--- config.mk ---
export PLATFORM = sky130hd
export DESIGN_NAME = cpu_external_bus_interface
export DESIGN_NICKNAME = d
export VERILOG_FILES = /design/src/core/bus_port_pkg.sv /design/src/core/cpu_external_bus_interface.sv /design/src/core/strobe_reg.sv
export VERILOG_INCLUDE_DIRS = /design/src /design/src/core
export SDC_FILE = /design/constraint.sdc
export NUM_CORES = 1
export LEC_CHECK = 0
export ABC_AREA = 1
export BUFFER_PORTS_ARGS = -buffer_cell sky130_fd_sc_hd__buf_2
export CORE_UTILIZATION = 45
export DETAILED_ROUTE_END_ITERATION = 7
export PLACE_DENSITY = 0.74
export SYNTH_ARGS = -nofsm -noshare
export SYNTH_HDL_FRONTEND = slang
export SYNTH_HIERARCHICAL = 1
export SYNTH_SLANG_ARGS = --single-unit
--- constraint.sdc ---
create_clock -name clk_in -period 1.99 [get_ports clk_in]
set_clock_uncertainty 0.05 [all_clocks]
set_input_delay 0.0995 -clock clk_in [delete_from_list [all_inputs] [get_ports clk_in]]
set_output_delay 0.0995 -clock clk_in [all_outputs]
set_load 0.01 [all_outputs]
--- src/core/bus_port_defines.svh ---
`ifndef BUS_PORT_DEFINES_SVH
`define BUS_PORT_DEFINES_SVH

`define ADDR_WIDTH 16
`define DATA_WIDTH 8
`define IO_ADDR_MSB 7
`define REFRESH_ADDR_WIDTH 7
`define STROBE_IDLE 1'b1
`define STROBE_ACTIVE 1'b0
`define ADDR_RESET 16'h0000
`define DATA_RESET 8'h00
`define REFRESH_RESET 7'h00

`endif

--- src/core/bus_port_pkg.sv ---
package bus_port_pkg;

    typedef enum logic [2:0] {
        CYC_FETCH      = 3'b000,
        CYC_MEM_READ   = 3'b001,
        CYC_MEM_WRITE  = 3'b010,
        CYC_IO_READ    = 3'b011,
        CYC_IO_WRITE   = 3'b100,
        CYC_INT_ACK    = 3'b101
    } cycle_kind_t;

    typedef enum logic [2:0] {
        ST_IDLE    = 3'b000,
        ST_T1      = 3'b001,
        ST_T2      = 3'b010,
        ST_TW      = 3'b011,
        ST_T3      = 3'b100,
        ST_REFRESH = 3'b101,
        ST_HOLD    = 3'b110
    } bus_state_t;

endpackage

--- src/core/cpu_external_bus_interface.sv ---
`timescale 1ns/1ps
`include "bus_port_defines.svh"

module cpu_external_bus_interface
    import bus_port_pkg::*;
#(
    parameter int ADDR_W = `ADDR_WIDTH,
    parameter int DATA_W = `DATA_WIDTH
) (
    input  wire logic                     clk_in,
    input  wire logic                     sys_rst_in,
    // Core side cycle request
    input  wire logic                     cyc_req_in,
    input  wire bus_port_pkg::cycle_kind_t cyc_kind_in,
    input  wire logic [ADDR_W-1:0]        cyc_addr_in,
    input  wire logic [DATA_W-1:0]        cyc_wdata_in,
    input  wire logic                     cyc_onchip_in,
    input  wire logic [DATA_W-1:0]        onchip_rdata_in,
    output logic                          cyc_ready_out,
    output logic                          cyc_done_out,
    output logic [DATA_W-1:0]             cyc_rdata_out,
    input  wire logic                     emulation_float_mode_in,
    input  wire logic                     slave_mode_in,
    // Pins
    input  wire logic [ADDR_W-1:0]        addr_in,
    output logic [ADDR_W-1:0]             addr_out,
    output logic                          addr_oe_out,
    input  wire logic [DATA_W-1:0]        data_in,
    output logic [DATA_W-1:0]             data_out,
    output logic                          data_oe_out,
    input  wire logic                     read_n_in,
    output logic                          read_n_out,
    output logic                          read_n_oe_out,
    input  wire logic                     write_n_in,
    output logic                          write_n_out,
    output logic                          write_n_oe_out,
    output logic                          memory_request_n_out,
    output logic                          memory_request_n_oe_out,
    input  wire logic                     io_request_n_in,
    output logic                          io_request_n_out,
    output logic                          io_request_n_oe_out,
    output logic                          first_machine_cycle_n_out,
    output logic                          first_machine_cycle_n_oe_out,
    output logic                          refresh_strobe_n_out,
    output logic                          refresh_strobe_n_oe_out,
    input  wire logic                     hold_request_n_in,
    output logic                          hold_grant_n_out,
    input  wire logic                     wait_n_in,
    // Outside master access to on-chip peripherals
    output logic                          slave_rd_out,
    output logic                          slave_wr_out,
    output logic [ADDR_W-1:0]             slave_addr_out,
    output logic [DATA_W-1:0]             slave_wdata_out
);

    bus_state_t  state;
    bus_state_t  next_state;
    cycle_kind_t kind;
    logic [ADDR_W-1:0] addr_q;
    logic [DATA_W-1:0] wdata_q;
    logic              onchip_q;
    logic [`REFRESH_ADDR_WIDTH-1:0] refresh_addr;
    logic              hold_grant;

    wire is_fetch   = (kind == CYC_FETCH);
    wire is_iack    = (kind == CYC_INT_ACK);
    wire is_io      = (kind == CYC_IO_READ) || (kind == CYC_IO_WRITE) || is_iack;
    wire is_write   = (kind == CYC_MEM_WRITE) || (kind == CYC_IO_WRITE);
    wire is_read    = !is_write && !is_iack;
    wire hold_req   = !hold_request_n_in;
    wire wait_act   = !wait_n_in;
    wire in_cycle   = (state == ST_T1) || (state == ST_T2) || (state == ST_TW)
                      || (state == ST_T3);
    wire in_strobe  = (state == ST_T2) || (state == ST_TW) || (state == ST_T3);
    wire in_refresh = (state == ST_REFRESH);
    wire floated    = hold_grant || slave_mode_in;

    // Sequencer: T1 -> T2 -> wait states -> T3, refresh after each fetch
    always_comb begin
        next_state = state;
        case (state)
            ST_IDLE: begin
                if (hold_req) begin
                    next_state = ST_HOLD;
                end else if (cyc_req_in && !slave_mode_in) begin
                    next_state = ST_T1;
                end
            end
            ST_T1: next_state = ST_T2;
            ST_T2: next_state = wait_act ? ST_TW : ST_T3;
            ST_TW: next_state = wait_act ? ST_TW : ST_T3;
            ST_T3: next_state = is_fetch ? ST_REFRESH : ST_IDLE;
            ST_REFRESH: next_state = ST_IDLE;
            ST_HOLD: next_state = hold_req ? ST_HOLD : ST_IDLE;
            default: next_state = ST_IDLE;
        endcase
    end

    always_ff @(posedge clk_in) begin
        if (sys_rst_in) begin
            state        <= ST_IDLE;
            kind         <= CYC_FETCH;
            addr_q       <= `ADDR_RESET;
            wdata_q      <= `DATA_RESET;
            onchip_q     <= 1'b0;
            refresh_addr <= `REFRESH_RESET;
            hold_grant   <= 1'b0;
        end else begin
            state      <= next_state;
            hold_grant <= (next_state == ST_HOLD);
            if (state == ST_IDLE && next_state == ST_T1) begin
                kind     <= cyc_kind_in;
                addr_q   <= cyc_addr_in;
                wdata_q  <= cyc_wdata_in;
                onchip_q <= cyc_onchip_in;
            end
            if (in_refresh) begin
                refresh_addr <= refresh_addr + 7'h01;
            end
        end
    end

    assign cyc_ready_out = (state == ST_IDLE) && !hold_req && !slave_mode_in;

    // Strobe levels; each second-byte fetch is a separate fetch cycle
    wire next_memory_request_n_n = !((in_cycle && !is_io) || in_refresh);
    wire next_io_request_n_n = !(in_strobe && is_io);
    wire next_m1_n   = !(in_cycle && (is_fetch || is_iack));
    wire next_rd_n   = !(in_strobe && is_read);
    wire next_wr_n   = !(in_strobe && is_write);
    wire next_refresh_strobe_n_n = !in_refresh;
    wire bus_drive   = !floated && !(next_state == ST_HOLD);

    logic memory_request_n_q;
    logic io_request_n_q;
    logic m1_q;
    logic rd_q;
    logic wr_q;
    logic refresh_strobe_n_q;
    logic memory_request_n_oe;
    logic io_request_n_oe;
    logic m1_oe;
    logic rd_oe;
    logic wr_oe;
    logic refresh_strobe_n_oe;

    strobe_reg u_memory_request_n (.clk_in(clk_in), .sys_rst_in(sys_rst_in),
        .next_level_n_in(next_memory_request_n_n), .next_drive_in(bus_drive),
        .level_n_out(memory_request_n_q), .drive_out(memory_request_n_oe));
    strobe_reg u_io_request_n (.clk_in(clk_in), .sys_rst_in(sys_rst_in),
        .next_level_n_in(next_io_request_n_n), .next_drive_in(bus_drive),
        .level_n_out(io_request_n_q), .drive_out(io_request_n_oe));
    strobe_reg u_m1 (.clk_in(clk_in), .sys_rst_in(sys_rst_in),
        .next_level_n_in(next_m1_n), .next_drive_in(!emulation_float_mode_in),
        .level_n_out(m1_q), .drive_out(m1_oe));
    strobe_reg u_rd (.clk_in(clk_in), .sys_rst_in(sys_rst_in),
        .next_level_n_in(next_rd_n), .next_drive_in(bus_drive),
        .level_n_out(rd_q), .drive_out(rd_oe));
    strobe_reg u_wr (.clk_in(clk_in), .sys_rst_in(sys_rst_in),
        .next_level_n_in(next_wr_n), .next_drive_in(bus_drive),
        .level_n_out(wr_q), .drive_out(wr_oe));
    strobe_reg u_refresh_strobe_n (.clk_in(clk_in), .sys_rst_in(sys_rst_in),
        .next_level_n_in(next_refresh_strobe_n_n), .next_drive_in(!emulation_float_mode_in),
        .level_n_out(refresh_strobe_n_q), .drive_out(refresh_strobe_n_oe));

    assign memory_request_n_out        = memory_request_n_q;
    assign memory_request_n_oe_out     = memory_request_n_oe;
    assign io_request_n_out            = io_request_n_q;
    assign io_request_n_oe_out         = io_request_n_oe;
    assign first_machine_cycle_n_out   = m1_q;
    assign first_machine_cycle_n_oe_out = m1_oe;
    assign read_n_out                  = rd_q;
    assign read_n_oe_out               = rd_oe;
    assign write_n_out                 = wr_q;
    assign write_n_oe_out              = wr_oe;
    assign refresh_strobe_n_out        = refresh_strobe_n_q;
    assign refresh_strobe_n_oe_out     = refresh_strobe_n_oe;
    assign hold_grant_n_out            = !hold_grant;

    // Address and data pins lag the state by one register, like the strobes
    logic [ADDR_W-1:0] addr_r;
    logic              addr_oe_r;
    logic [DATA_W-1:0] data_r;
    logic              data_oe_r;
    logic              done_r;
    logic [DATA_W-1:0] rdata_r;
    logic              srd_r;
    logic              swr_r;
    logic [ADDR_W-1:0] saddr_r;
    logic [DATA_W-1:0] swdata_r;

    wire [ADDR_W-1:0] refresh_word = {addr_q[ADDR_W-1:`REFRESH_ADDR_WIDTH], refresh_addr};
    wire [ADDR_W-1:0] next_addr = in_refresh ? refresh_word : addr_q;
    wire next_addr_oe = bus_drive && (in_cycle || in_refresh);
    wire next_data_oe = bus_drive && in_strobe && (is_write || onchip_q) && !is_iack;
    wire [DATA_W-1:0] next_data = (is_read && onchip_q) ? onchip_rdata_in : wdata_q;
    wire t3_end = (state == ST_T3);
    wire slave_act = floated && hold_grant == 1'b0 && slave_mode_in;
    wire s_rd = slave_act && !read_n_in && !io_request_n_in;
    wire s_wr = slave_act && !write_n_in && !io_request_n_in;

    always_ff @(posedge clk_in) begin
        if (sys_rst_in) begin
            addr_r    <= `ADDR_RESET;
            addr_oe_r <= 1'b0;
            data_r    <= `DATA_RESET;
            data_oe_r <= 1'b0;
            done_r    <= 1'b0;
            rdata_r   <= `DATA_RESET;
            srd_r     <= 1'b0;
            swr_r     <= 1'b0;
            saddr_r   <= `ADDR_RESET;
            swdata_r  <= `DATA_RESET;
        end else begin
            addr_r    <= next_addr;
            addr_oe_r <= next_addr_oe;
            data_r    <= next_data;
            data_oe_r <= next_data_oe;
            done_r    <= t3_end;
            if (t3_end) begin
                rdata_r <= onchip_q ? onchip_rdata_in : data_in;
            end
            srd_r    <= s_rd;
            swr_r    <= s_wr;
            saddr_r  <= addr_in;
            swdata_r <= data_in;
        end
    end

    assign addr_out        = addr_r;
    assign addr_oe_out     = addr_oe_r;
    assign data_out        = data_r;
    assign data_oe_out     = data_oe_r;
    assign cyc_done_out    = done_r;
    assign cyc_rdata_out   = rdata_r;
    assign slave_rd_out    = srd_r;
    assign slave_wr_out    = swr_r;
    assign slave_addr_out  = saddr_r;
    assign slave_wdata_out = swdata_r;

endmodule

--- src/core/strobe_reg.sv ---
`timescale 1ns/1ps
`include "bus_port_defines.svh"

// Active-low output flop with output enable; idles high
module strobe_reg (
    input  wire logic clk_in,
    input  wire logic sys_rst_in,
    input  wire logic next_level_n_in,
    input  wire logic next_drive_in,
    output logic      level_n_out,
    output logic      drive_out
);

    always_ff @(posedge clk_in) begin
        if (sys_rst_in) begin
            level_n_out <= `STROBE_IDLE;
            drive_out   <= 1'b0;
        end else begin
            level_n_out <= next_level_n_in;
            drive_out   <= next_drive_in;
        end
    end

endmodule

==> results by group, run 1 <==
Synth
  – Synthesized area per cell: 8.06 um^2
  – Sequential element share of the synthesized area: 57.3%
  – Synth Cell Area: 3920 um^2
  – Yosys cell types: 29
  – YS warnings: 6
  – Mapped Cells: 486
  – Mapped Nets: 557
  – Synth Register Bits: 112

CTS
  – Clock Latency Late Sink: 0.37 ns
  – CTS tree: built
  – # H-tree levels: 3
  – Cts bufs inserted: 9
  – Clk slew on worst S/H paths: 0.10 ns
  – Cell chosen for the clock root: clkbuf_8
  – CTS sink cnt: 112
  – Postcts setup bufs: 0
  – Clock buffer depth: 2

STA
  – Max-slew violations: 0
  – Fmax achieved: 0.641 GHz
  – Final Critical Period: 1.56 ns
  – Final Hold Fails: 0
  – Worst Tran Pin Value: 0.541 ns
  – Setup TNS: 0 ns
  – RSZ-0062 raised after global routing: false
  – Setup violators final: 0
  – WHS: 0.0287 ns
  – Max_slew headroom: 64.0%
  – Final Cycle Share: 78.5%

Die
  – Die Wd: 95.3 um
  – Core Box Area: 8300 um^2
  – Std-Cell Rows: 33
  – Full die area: 9080 um^2
  – Vert. Die Dim: 95.3 um
  – Starting density of the core: 47.2%
  – I/O pin total: 145

Cells and area
  – Antenna Cells: 0
  – Fillers: 701
  – Share of layout cells above drive strength 1: 25.4%
  – Area Overhead vs Synth: 40.6%
  – Commonest non-fill, non-tap cell in the layout: buf_2
  – Final #Nets: 759
  – Most frequent cells in the layout: 144 x buf_2, 112 x dfxtp_1, 103 x nor2_1

Min path
  – HP Class: primary input to register

Detailed routing
  – Starting DRT DRC Count: 162
  – Final WL: 9740 um
  – Via Count: 3624
  – DR pass1 iterations: 4
  – Remaining DRCs: 0
  – Avg Vias per Cell: 4.54
  – Avg WL per Cell: 12.2 um
  – Final ANT Viol Nets: 0

Global route
  – GRT Total Usage: 21.9%
  – Initial antenna violation count: 0
  – First-pass GRT wire length: 15200 um
  – Vias in the first global route: 3380
  – Largest net degree at the start of global routing: 54
  – Global-route congestion overflow total: 0

Run
  – Max-cap viol count: 0

Placed design
  – GPL Wtd Cong: 0.794
  – Port-buffer cells: 144
  – Post-DP HPWL: 6220 um

Outcome
  – Status: complete, no violations

Worst setup path
  – CP max stage cell: dfxtp_1
  – Startpoint types: register
  – CP dominant cell by count: nor2_4
  – Crit path max fanout: 44
  – Cell Chain, Critical Path: nor2_4 > nand2_2 > nor2_4 > nand2_4 > o21ai_0 > a21oi_1
  – Critical path type: register to register
  – Crit path required time: 2.19 ns
  – CP Capture Type: register
  – Worst EP arrival: 1.76 ns
  – Max incr delay on CP: 0.39 ns

Pwr
  – Leakage: 2.80 nW
  – Power per cell area: 997 nW/um^2
  – VDD IR-drop max: 372 uV
[final cells by class]
type	instances	area [um^2]	share of cell area [%]
Clock buffer	9	124	2.25
Clock inverter	7	77.6	1.41
Inverter	80	303	5.50
Multi-Input combinational cell	274	1240	22.6
Sequential cell	112	2240	40.7
Tap cell	105	131	2.39
Timing Repair Buffer	211	1380	25.1
[where the power goes]
part	internal [mW]	switching [mW]	leakage [nW]
Clock	0.596	0.774	0.101
Sequential	2.58	0.160	0.918
Combinational	0.555	0.823	1.78
Total	3.73	1.76	2.80
[what timing repair did]
| item | 4_1_cts | 5_1_grt |
|---|---|---|
| hold buffers | 63 | 0 |
| resized for setup | 0 | 0 |
| endpoints found under the hold margin | 70 | 0 |
[critical path: cells and delay by family, from the launching register on]
kind | cells | cell delay [ns]
AO/OA/AOI/OAI | 2 | 0.40
AND/OR/NAND/NOR | 4 | 0.60
flip-flops | 1 | 0.39
[layer usage]
| metal | GRT usage (%) | wire length, um | vias to the layer above |
|---|---|---|---|
| li1 | - | - | 1897 |
| met4 | 12.4 | 281 | 0 |
| met3 | 3.91 | 513 | 23 |
| met1 | 26.4 | 4280 | 1588 |
| met2 | 36.5 | 4660 | 116 |
| met5 | 0 | 0 | - |
[cell families (layout without fill, tap and decap cells)]
logic type / Yosys count / in the layout / synth area share (%)
DFF: 112 / 112 / 57.3
adders and majority gates: 1 / 1 / 0.320
and+or+nand+nor: 182 / 182 / 19.5
AOI/OAI and AO/OA: 91 / 91 / 11.9
buffers and inverters: 100 / 307 / 11.0
[final timing paths]
path                            depth (start not counted)  slack (ns)      start     endpoint
worst max-delay path                                    6        0.43   state[0]     onchip_q
worst min-delay path                                    3        0.03  wait_n_in     state[0]
worst max register to register                          6        0.43   state[0]     onchip_q
worst min register to register                          2        0.39  addr_q[9]  addr_out[9]
[flip-flops by register name, indices dropped and copies added (netlist names), 3 cells and up]
register and cells:
addr_out 16, addr_q 16, slave_addr_out 16, cyc_rdata_out 8, data_out 8, slave_wdata_out 8
wdata_q 8, refresh_addr 7, kind 3, state 3
[synth_stat cells]
master,count,share of area [%]
inv_4,1,0.16
buf_2,4,0.51
nor2_4,2,0.58
nor3_4,1,0.42
ha_1,1,0.32
nor4_1,2,0.32
nor3_1,2,0.26
inv_1,75,7.2
o21ai_0,44,5.6
nor3_2,1,0.26
buf_6,5,1.4
a21oi_1,25,3.2
and2_1,1,0.16
o21ai_1,13,1.7
clkbuf_1,8,0.77
nand3_1,7,0.89
nand2_1,56,5.4
clkbuf_2,1,0.13
nand2_2,2,0.32
nand3_2,1,0.26
dfxtp_1,112,57
inv_2,3,0.29
buf_4,2,0.38
nand3b_1,2,0.38
nand2_4,1,0.29
clkinv_1,1,0.096
nor2_1,103,9.9
nand4_1,1,0.16
a31oi_1,9,1.4
[stage by stage]
stage          cell area [um^2]  setup WS [ns]  util, %  std cells  total power [mW]
2_1_floorplan              3920          0.689        -        486              3.63
3_3_place_gp               4670          0.469     56.3        719              4.02
3_5_place_dp               4670          0.443     56.3        719              4.06
4_1_cts                    5500          0.427     66.3        798              5.50
5_1_grt                    5500          0.272     66.3        798              5.84
6_report                   5500          0.429     66.3        798              5.49
Note: power is estimated with default switching activity, not from simulation.
==> run 2: changes to the inputs <==
- clock period: 1.99 -> 1.45 ns (I/O delays scaled with it)
==> run 2 against run 1 <==
- the run now ends with setup timing left
- flip-flop and latch count did not move
- wire length rose by 9.3%
- setup slack got worse by 0.45 ns
- clock-buffer cell count did not move
- critical endpoint is now wdata_q[7]
==> results by group, run 2 (synthesized netlist as in run 1, its figures left out) <==
Worst setup path
  – Critical path type: register to register
  – R2R depth: 8
  – Max incr delay on CP: 0.38 ns
  – CP delay by family, top: simple AND/OR/NAND/NOR gates
  – R2r setup slk: -0.02 ns
  – CP Capture Type: register
  – Startpoint types: register
  – Critical path buffer and inverter count: 2
  – Crit path required time: 1.67 ns
  – CP dominant cell by count: nor2_4
  – Worst EP arrival: 1.69 ns
  – CP max stage cell: dfxtp_4
  – Cell Chain, Critical Path: nor2_4 > nand2_2 > nor2_4 > buf_4 > buf_12 > nand2_8 > o21ai_1 > nor2_1
  – FF-to-FF Start: state[1]
  – Crit path max fanout: 6
  – Capture point of the worst reg-to-reg path: wdata_q[7]

Global route
  – Vias in the first global route: 3467
  – M3 GR Usage: 4.78%
  – Routing usage on met1: 25.7%
  – First-pass GRT wire length: 15400 um
  – Met2 GRT Util: 37.9%
  – Largest net degree at the start of global routing: 54
  – Initial antenna violation count: 0
  – Grt peak-use layer: met2
  – GRT Total Usage: 22.1%
  – Global-route congestion overflow total: 0

Detailed routing
  – Final ANT Viol Nets: 0
  – Final WL: 10600 um
  – Remaining DRCs: 0
  – Via Count: 3857
  – Avg Vias per Cell: 4.72
  – Avg WL per Cell: 13.0 um
  – Starting DRT DRC Count: 135
  – DR pass1 iterations: 5

Placed design
  – Port-buffer cells: 144
  – Post-DP HPWL: 6110 um
  – GPL Wtd Cong: 0.807
  – Inst Count DP: 725

CTS
  – Clock buffer depth: 2
  – Cell chosen for the clock root: clkbuf_8
  – Cts bufs inserted: 9
  – CTS sink cnt: 112
  – Clk slew on worst S/H paths: 0.10 ns
  – CTS tree: built
  – # H-tree levels: 3
  – Clock Latency Late Sink: 0.37 ns

Cells and area
  – Commonest non-fill, non-tap cell in the layout: buf_2
  – Most frequent cells in the layout: 144 x buf_2, 108 x dfxtp_1, 103 x nor2_1
  – Antenna Cells: 0
  – Non-filler cells, final: 817
  – Area Overhead vs Synth: 48.8%
  – Share of layout cells above drive strength 1: 29.8%
  – Final #Nets: 778

Die
  – Starting density of the core: 47.2%
  – Std-Cell Rows: 33
  – Vert. Die Dim: 95.3 um
  – Full die area: 9080 um^2
  – Die Wd: 95.3 um
  – Core Box Area: 8300 um^2
  – I/O pin total: 145

STA
  – WHS: 0.0773 ns
  – Setup TNS: -0.0242 ns
  – Worst Tran Pin Value: 0.540 ns
  – Setup violators final: 1
  – Final Critical Period: 1.47 ns
  – Final Cycle Share: 102%
  – Max_slew headroom: 64.0%
  – Final Hold Fails: 0
  – Max-slew violations: 0
  – Setup ws final: -0.0242 ns
  – RSZ-0062 raised after global routing: true
  – Fmax achieved: 0.678 GHz

Min path
  – Hold path startpoint: sys_rst_in
  – Hold endpoint: state[2]
  – HP Class: primary input to register
  – WHS Path Cells: 4

Pwr
  – Power per cell area: 1400 nW/um^2
  – VDD IR-drop max: 658 uV
  – Leakage: 2.93 nW

Outcome
  – Violated checks: setup timing
  – Status: finished, violations left

Run
  – Max-cap viol count: 0
[run 2: how the worst max path moves through the flow]
| stage | from | end | slack (ns) | cells after the start |
|---|---|---|---|---|
| CTS | state[1] | u_memory_request_n/drive_out | 0.01 | 10 |
| global placement | state[0] | wdata_q[6] | 0.04 | 7 |
| detailed placement | state[0] | wdata_q[0] | -0.07 | 7 |
| floorplan | state[0] | u_io_request_n/drive_out | 0.15 | 10 |
| global route | state[2] | u_memory_request_n/drive_out | -0.06 | 9 |
| finish | state[1] | wdata_q[7] | -0.02 | 8 |
[run 2: stage by stage]
step	power [mW]	util [%]	instance area (um^2)	setup slack [ns]
after floorplan	4.98	-	3920	0.149
after global placement	5.56	57.1	4740	0.0423
after detailed placement	5.63	57.1	4740	-0.0658
after CTS	7.78	68.0	5640	0.0131
after global routing	8.62	70.2	5820	-0.0561
final	8.17	70.2	5820	-0.0242
[run 2: layout make-up]
cell class,count,area [um^2]
Fill cell,665,2470
Sequential cell,112,2250
Timing Repair Buffer,226,1550
Multi-Input combinational cell,278,1360
Inverter,80,313
Tap cell,105,131
Clock buffer,9,124
Clock inverter,7,95.1
[run 2: layer usage]
metal / vias to the layer above / part of all wire [%] / routed length [um]
met5: - / 0 / 0
met4: 0 / 3.7 / 398
met3: 39 / 5.8 / 622
met2: 149 / 50 / 5300
met1: 1728 / 41 / 4320
li1: 1941 / - / -
[run 2: worst reg2reg max path, stage by stage (launching register included)]
cell	delay, ns
dfxtp_4	0.38
nor2_4	0.15
nand2_2	0.10
nor2_4	0.13
buf_4	0.13
buf_12	0.12
nand2_8	0.08
o21ai_1	0.18
nor2_1	0.06
[run 2: repair_timing]
| action | CTS | global route |
|---|---|---|
| pin swaps | 0 | 5 |
| buffers inserted | 0 | 5 |
| setup endpoints to repair | 31 | 42 |
| gates resized for setup | 3 | 36 |
| hold buffers | 67 | 0 |
| endpoints found under the hold margin | 75 | 0 |
| gates cloned | 0 | 4 |
[run 2: power by group]
| group | internal, mW | leakage [nW] | total (mW) | switching (mW) |
|---|---|---|---|---|
| Combinational | 0.996 | 1.90 | 2.37 | 1.38 |
| Sequential | 3.55 | 0.920 | 3.76 | 0.211 |
| Clock | 0.977 | 0.110 | 2.03 | 1.06 |
| Total | 5.53 | 2.93 | 8.17 | 2.64 |
==> run 3: changes to the inputs <==
--- a/config.mk
+++ b/config.mk
@@ -12,6 +12,5 @@
 export DETAILED_ROUTE_END_ITERATION = 7
-export PLACE_DENSITY = 0.74
+export PLACE_DENSITY = 0.73
 export SYNTH_ARGS = -nofsm -noshare
 export SYNTH_HDL_FRONTEND = slang
-export SYNTH_HIERARCHICAL = 1
 export SYNTH_SLANG_ARGS = --single-unit
--- a/constraint.sdc
+++ b/constraint.sdc
@@ -4,2 +4,2 @@
 set_output_delay 0.0725 -clock clk_in [all_outputs]
-set_load 0.01 [all_outputs]
+set_load 0.02 [all_outputs]
==> run 3 against run 2 <==
- the run now ends clean
- total power shrank 11%
- flip-flop and latch count down 4
- combinational power fell by 8.9%
- first-iteration DRC count fell by 1.5%
- sequential share of layout area shrank 0.46 points
- final cell count increased by 3.8%
- synthesized area rose by 3.5%
- fmax up 4.7%
- sequential power decreased by 5.3%
==> results by group, run 3 <==
STA
  – Setup ws final: 0.0420 ns
  – Max_slew headroom: 64.3%
  – Setup violators final: 0
  – Max-slew violations: 0
  – Final Critical Period: 1.41 ns
  – Final Hold Fails: 0
  – Fmax achieved: 0.710 GHz
  – Final Cycle Share: 97.1%
  – Worst Tran Pin Value: 0.536 ns

Detailed routing
  – Avg WL per Cell: 12.1 um
  – DR pass1 iterations: 5
  – Remaining DRCs: 0
  – Starting DRT DRC Count: 133
  – Final WL: 10200 um
  – Avg Vias per Cell: 4.60
  – Final ANT Viol Nets: 0
  – Via Count: 3904

Min path
  – HP Class: primary input to register
  – Hold path startpoint: cyc_addr_in[13]
  – Hold endpoint: addr_q[13]
  – WHS Path Cells: 4

Synth
  – Synth Cell Area: 4050 um^2
  – Synth area leaders: dfxtp_1 53%, nor2_1 12%, nand2_1 10%, inv_1 6.1%, nand3b_1 5.4%
  – Top FF cell, synth: dfxtp_1
  – Sequential element share of the synthesized area: 53.4%
  – Async SR Flop Fraction: 0%
  – Top cell type by total area after synthesis: dfxtp_1
  – Mapped Nets: 603
  – EDFF count, synth: 0
  – Yosys cell types: 22
  – Synth Register Bits: 108
  – Top cell type's share of synthesized area: 53.4%
  – Most common cell in the netlist: nor2_1
  – Most frequent cells after synthesis: 128 x nor2_1, 109 x nand2_1, 108 x dfxtp_1
  – YS warnings: 0
  – Mapped Cells: 532
  – Synthesized area per cell: 7.62 um^2

Die
  – Vert. Die Dim: 96.9 um
  – Full die area: 9390 um^2
  – Die Wd: 96.9 um
  – I/O pin total: 145
  – Core Box Area: 8720 um^2
  – Starting density of the core: 46.5%
  – Std-Cell Rows: 34

Worst setup path
  – Critical path type: register to register
  – Critical path buffer and inverter count: 2
  – Worst EP arrival: 1.65 ns
  – CP delay by family, top: buffers and inverters
  – CP Capture Type: register
  – R2R depth: 4
  – R2r setup slk: 0.04 ns
  – Crit path required time: 1.70 ns
  – FF-to-FF Start: hold_grant
  – Capture point of the worst reg-to-reg path: slave_rd_out
  – Crit path max fanout: 4
  – Cell Chain, Critical Path: inv_1 > nand2_1 > nor4_1 > dlygate4sd3_1
  – Max incr delay on CP: 0.59 ns
  – Startpoint types: register
  – Number of cells on the critical path: 4
  – CP max stage cell: dlygate4sd3_1

Global route
  – GRT Total Usage: 22.2%
  – Met2 GRT Util: 39.5%
  – Routing usage on met1: 26.7%
  – First-pass GRT wire length: 16900 um
  – M3 GR Usage: 3.32%
  – Vias in the first global route: 3725
  – Grt peak-use layer: met2
  – Initial antenna violation count: 0
  – Largest net degree at the start of global routing: 52
  – Global-route congestion overflow total: 0

Cells and area
  – Antenna Cells: 0
  – Reg area: 2170 um^2
  – Multi-input logic area: 1460 um^2
  – Commonest non-fill, non-tap cell in the layout: buf_2
  – Final #Nets: 807
  – Non-filler cells, final: 848
  – Fillers: 762
  – Cell area after layout: 5670 um^2
  – Area Overhead vs Synth: 39.9%
  – Most frequent cells in the layout: 143 x buf_2, 128 x nor2_1, 109 x nand2_1
  – Share of layout cells above drive strength 1: 24.7%

CTS
  – Clock buffer depth: 2
  – Clock Latency Late Sink: 0.36 ns
  – CTS tree: built
  – Clk slew on worst S/H paths: 0.09 ns
  – CTS sink cnt: 108
  – # H-tree levels: 3
  – Cts bufs inserted: 9
  – Cell chosen for the clock root: clkbuf_8

Placed design
  – Setup WS pre-CTS: 0.127 ns
  – Inst Count DP: 767
  – Post-DP HPWL: 6460 um
  – Port-buffer cells: 144
  – Placed inst area: 4820 um^2
  – GPL Wtd Cong: 0.874

Pwr
  – VDD IR-drop max: 696 uV
  – Power per cell area: 1280 nW/um^2
  – Leakage: 2.84 nW
  – Overall power: 7.28 mW

Outcome
  – Status: complete, no violations

Run
  – Max-cap viol count: 0
==> run 3: changes by cell type in the layout (fill, tap and decap cells not counted), sizes merged, moves of 3 or more <==
cell    delta
a21oi     -12
a31oi      -9
buf        -4
clkinv     -4
dfxtp      -4
inv        -9
nand2     +49
nand3      +5
nand3b    +27
nand4      +4
nor2      +27
nor3       -3
o21ai     -39
==> run 3: kinds of logic (layout without fill, tap and decap cells) <==
family / Yosys count / in the layout / share of synthesized area, %
AOI/OAI and AO/OA: 31 / 31 / 3.83
adders and majority gates: 1 / 1 / 0.309
and+or+nand+nor: 294 / 294 / 31.5
DFF: 108 / 108 / 53.4
buffers and inverters: 98 / 306 / 11.0
==> run 3: report_power, final <==
| group | internal, mW | switching [mW] |
|---|---|---|
| clock network | 0.615 | 0.953 |
| logic | 0.810 | 1.35 |
| registers | 3.36 | 0.196 |
| total | 4.79 | 2.50 |
==> run 3: worst reg2reg max path, cell delays in order (launching register included) <==
cell and delay (ns):
dfxtp_1 0.31, inv_1 0.11, nand2_1 0.08, nor4_1 0.21, dlygate4sd3_1 0.59
==> run 3: how the worst max path moves through the flow <==
stage	startpoint	endpoint	slack (ns)
floorplan	state[1]	kind[0]	0.25
global placement	kind[1]	data_out[7]	0.17
detailed placement	state[1]	wdata_q[0]	0.13
CTS	state[1]	cyc_ready_out	0.01
global route	state[1]	cyc_ready_out	-0.01
finish	hold_grant	slave_rd_out	0.04
==> run 3: metal layers <==
layer | vias to the layer above | part of all wire (%) | wire length (um)
met4 | 0 | 2.3 | 237
li1 | 2007 | - | -
met1 | 1737 | 43 | 4410
met3 | 21 | 4.5 | 461
met2 | 139 | 50 | 5120
met5 | - | 0 | 0
==> run 3: per-stage QoR <==
stage / util (%) / hold slack, ns / setup TNS [ns]
after global routing: 65.0 / 0.0520 / -0.0109
after CTS: 64.8 / 0.0000686 / 0
final: 65.0 / 0.00374 / 0
after detailed placement: 55.3 / 0.182 / 0
after global placement: 55.3 / 0.182 / 0
after floorplan: - / 0.0949 / 0
==> run 3: final cells by class <==
class,instances,share of cell area [%]
inverters,70,4.77
multi-input cells,326,25.7
clock inverters,4,0.486
flip-flops and latches,108,38.2
well taps,108,2.38
clock buffers,11,2.32
repair buffers,221,26.1
==> run 3: what timing repair did <==
action,4_1_cts,5_1_grt
buffers inserted,0,0
resized for setup,2,6
endpoints found under the setup margin,1,33
hold endpoints to repair,64,0
hold buffers,66,0
pin swaps,0,0
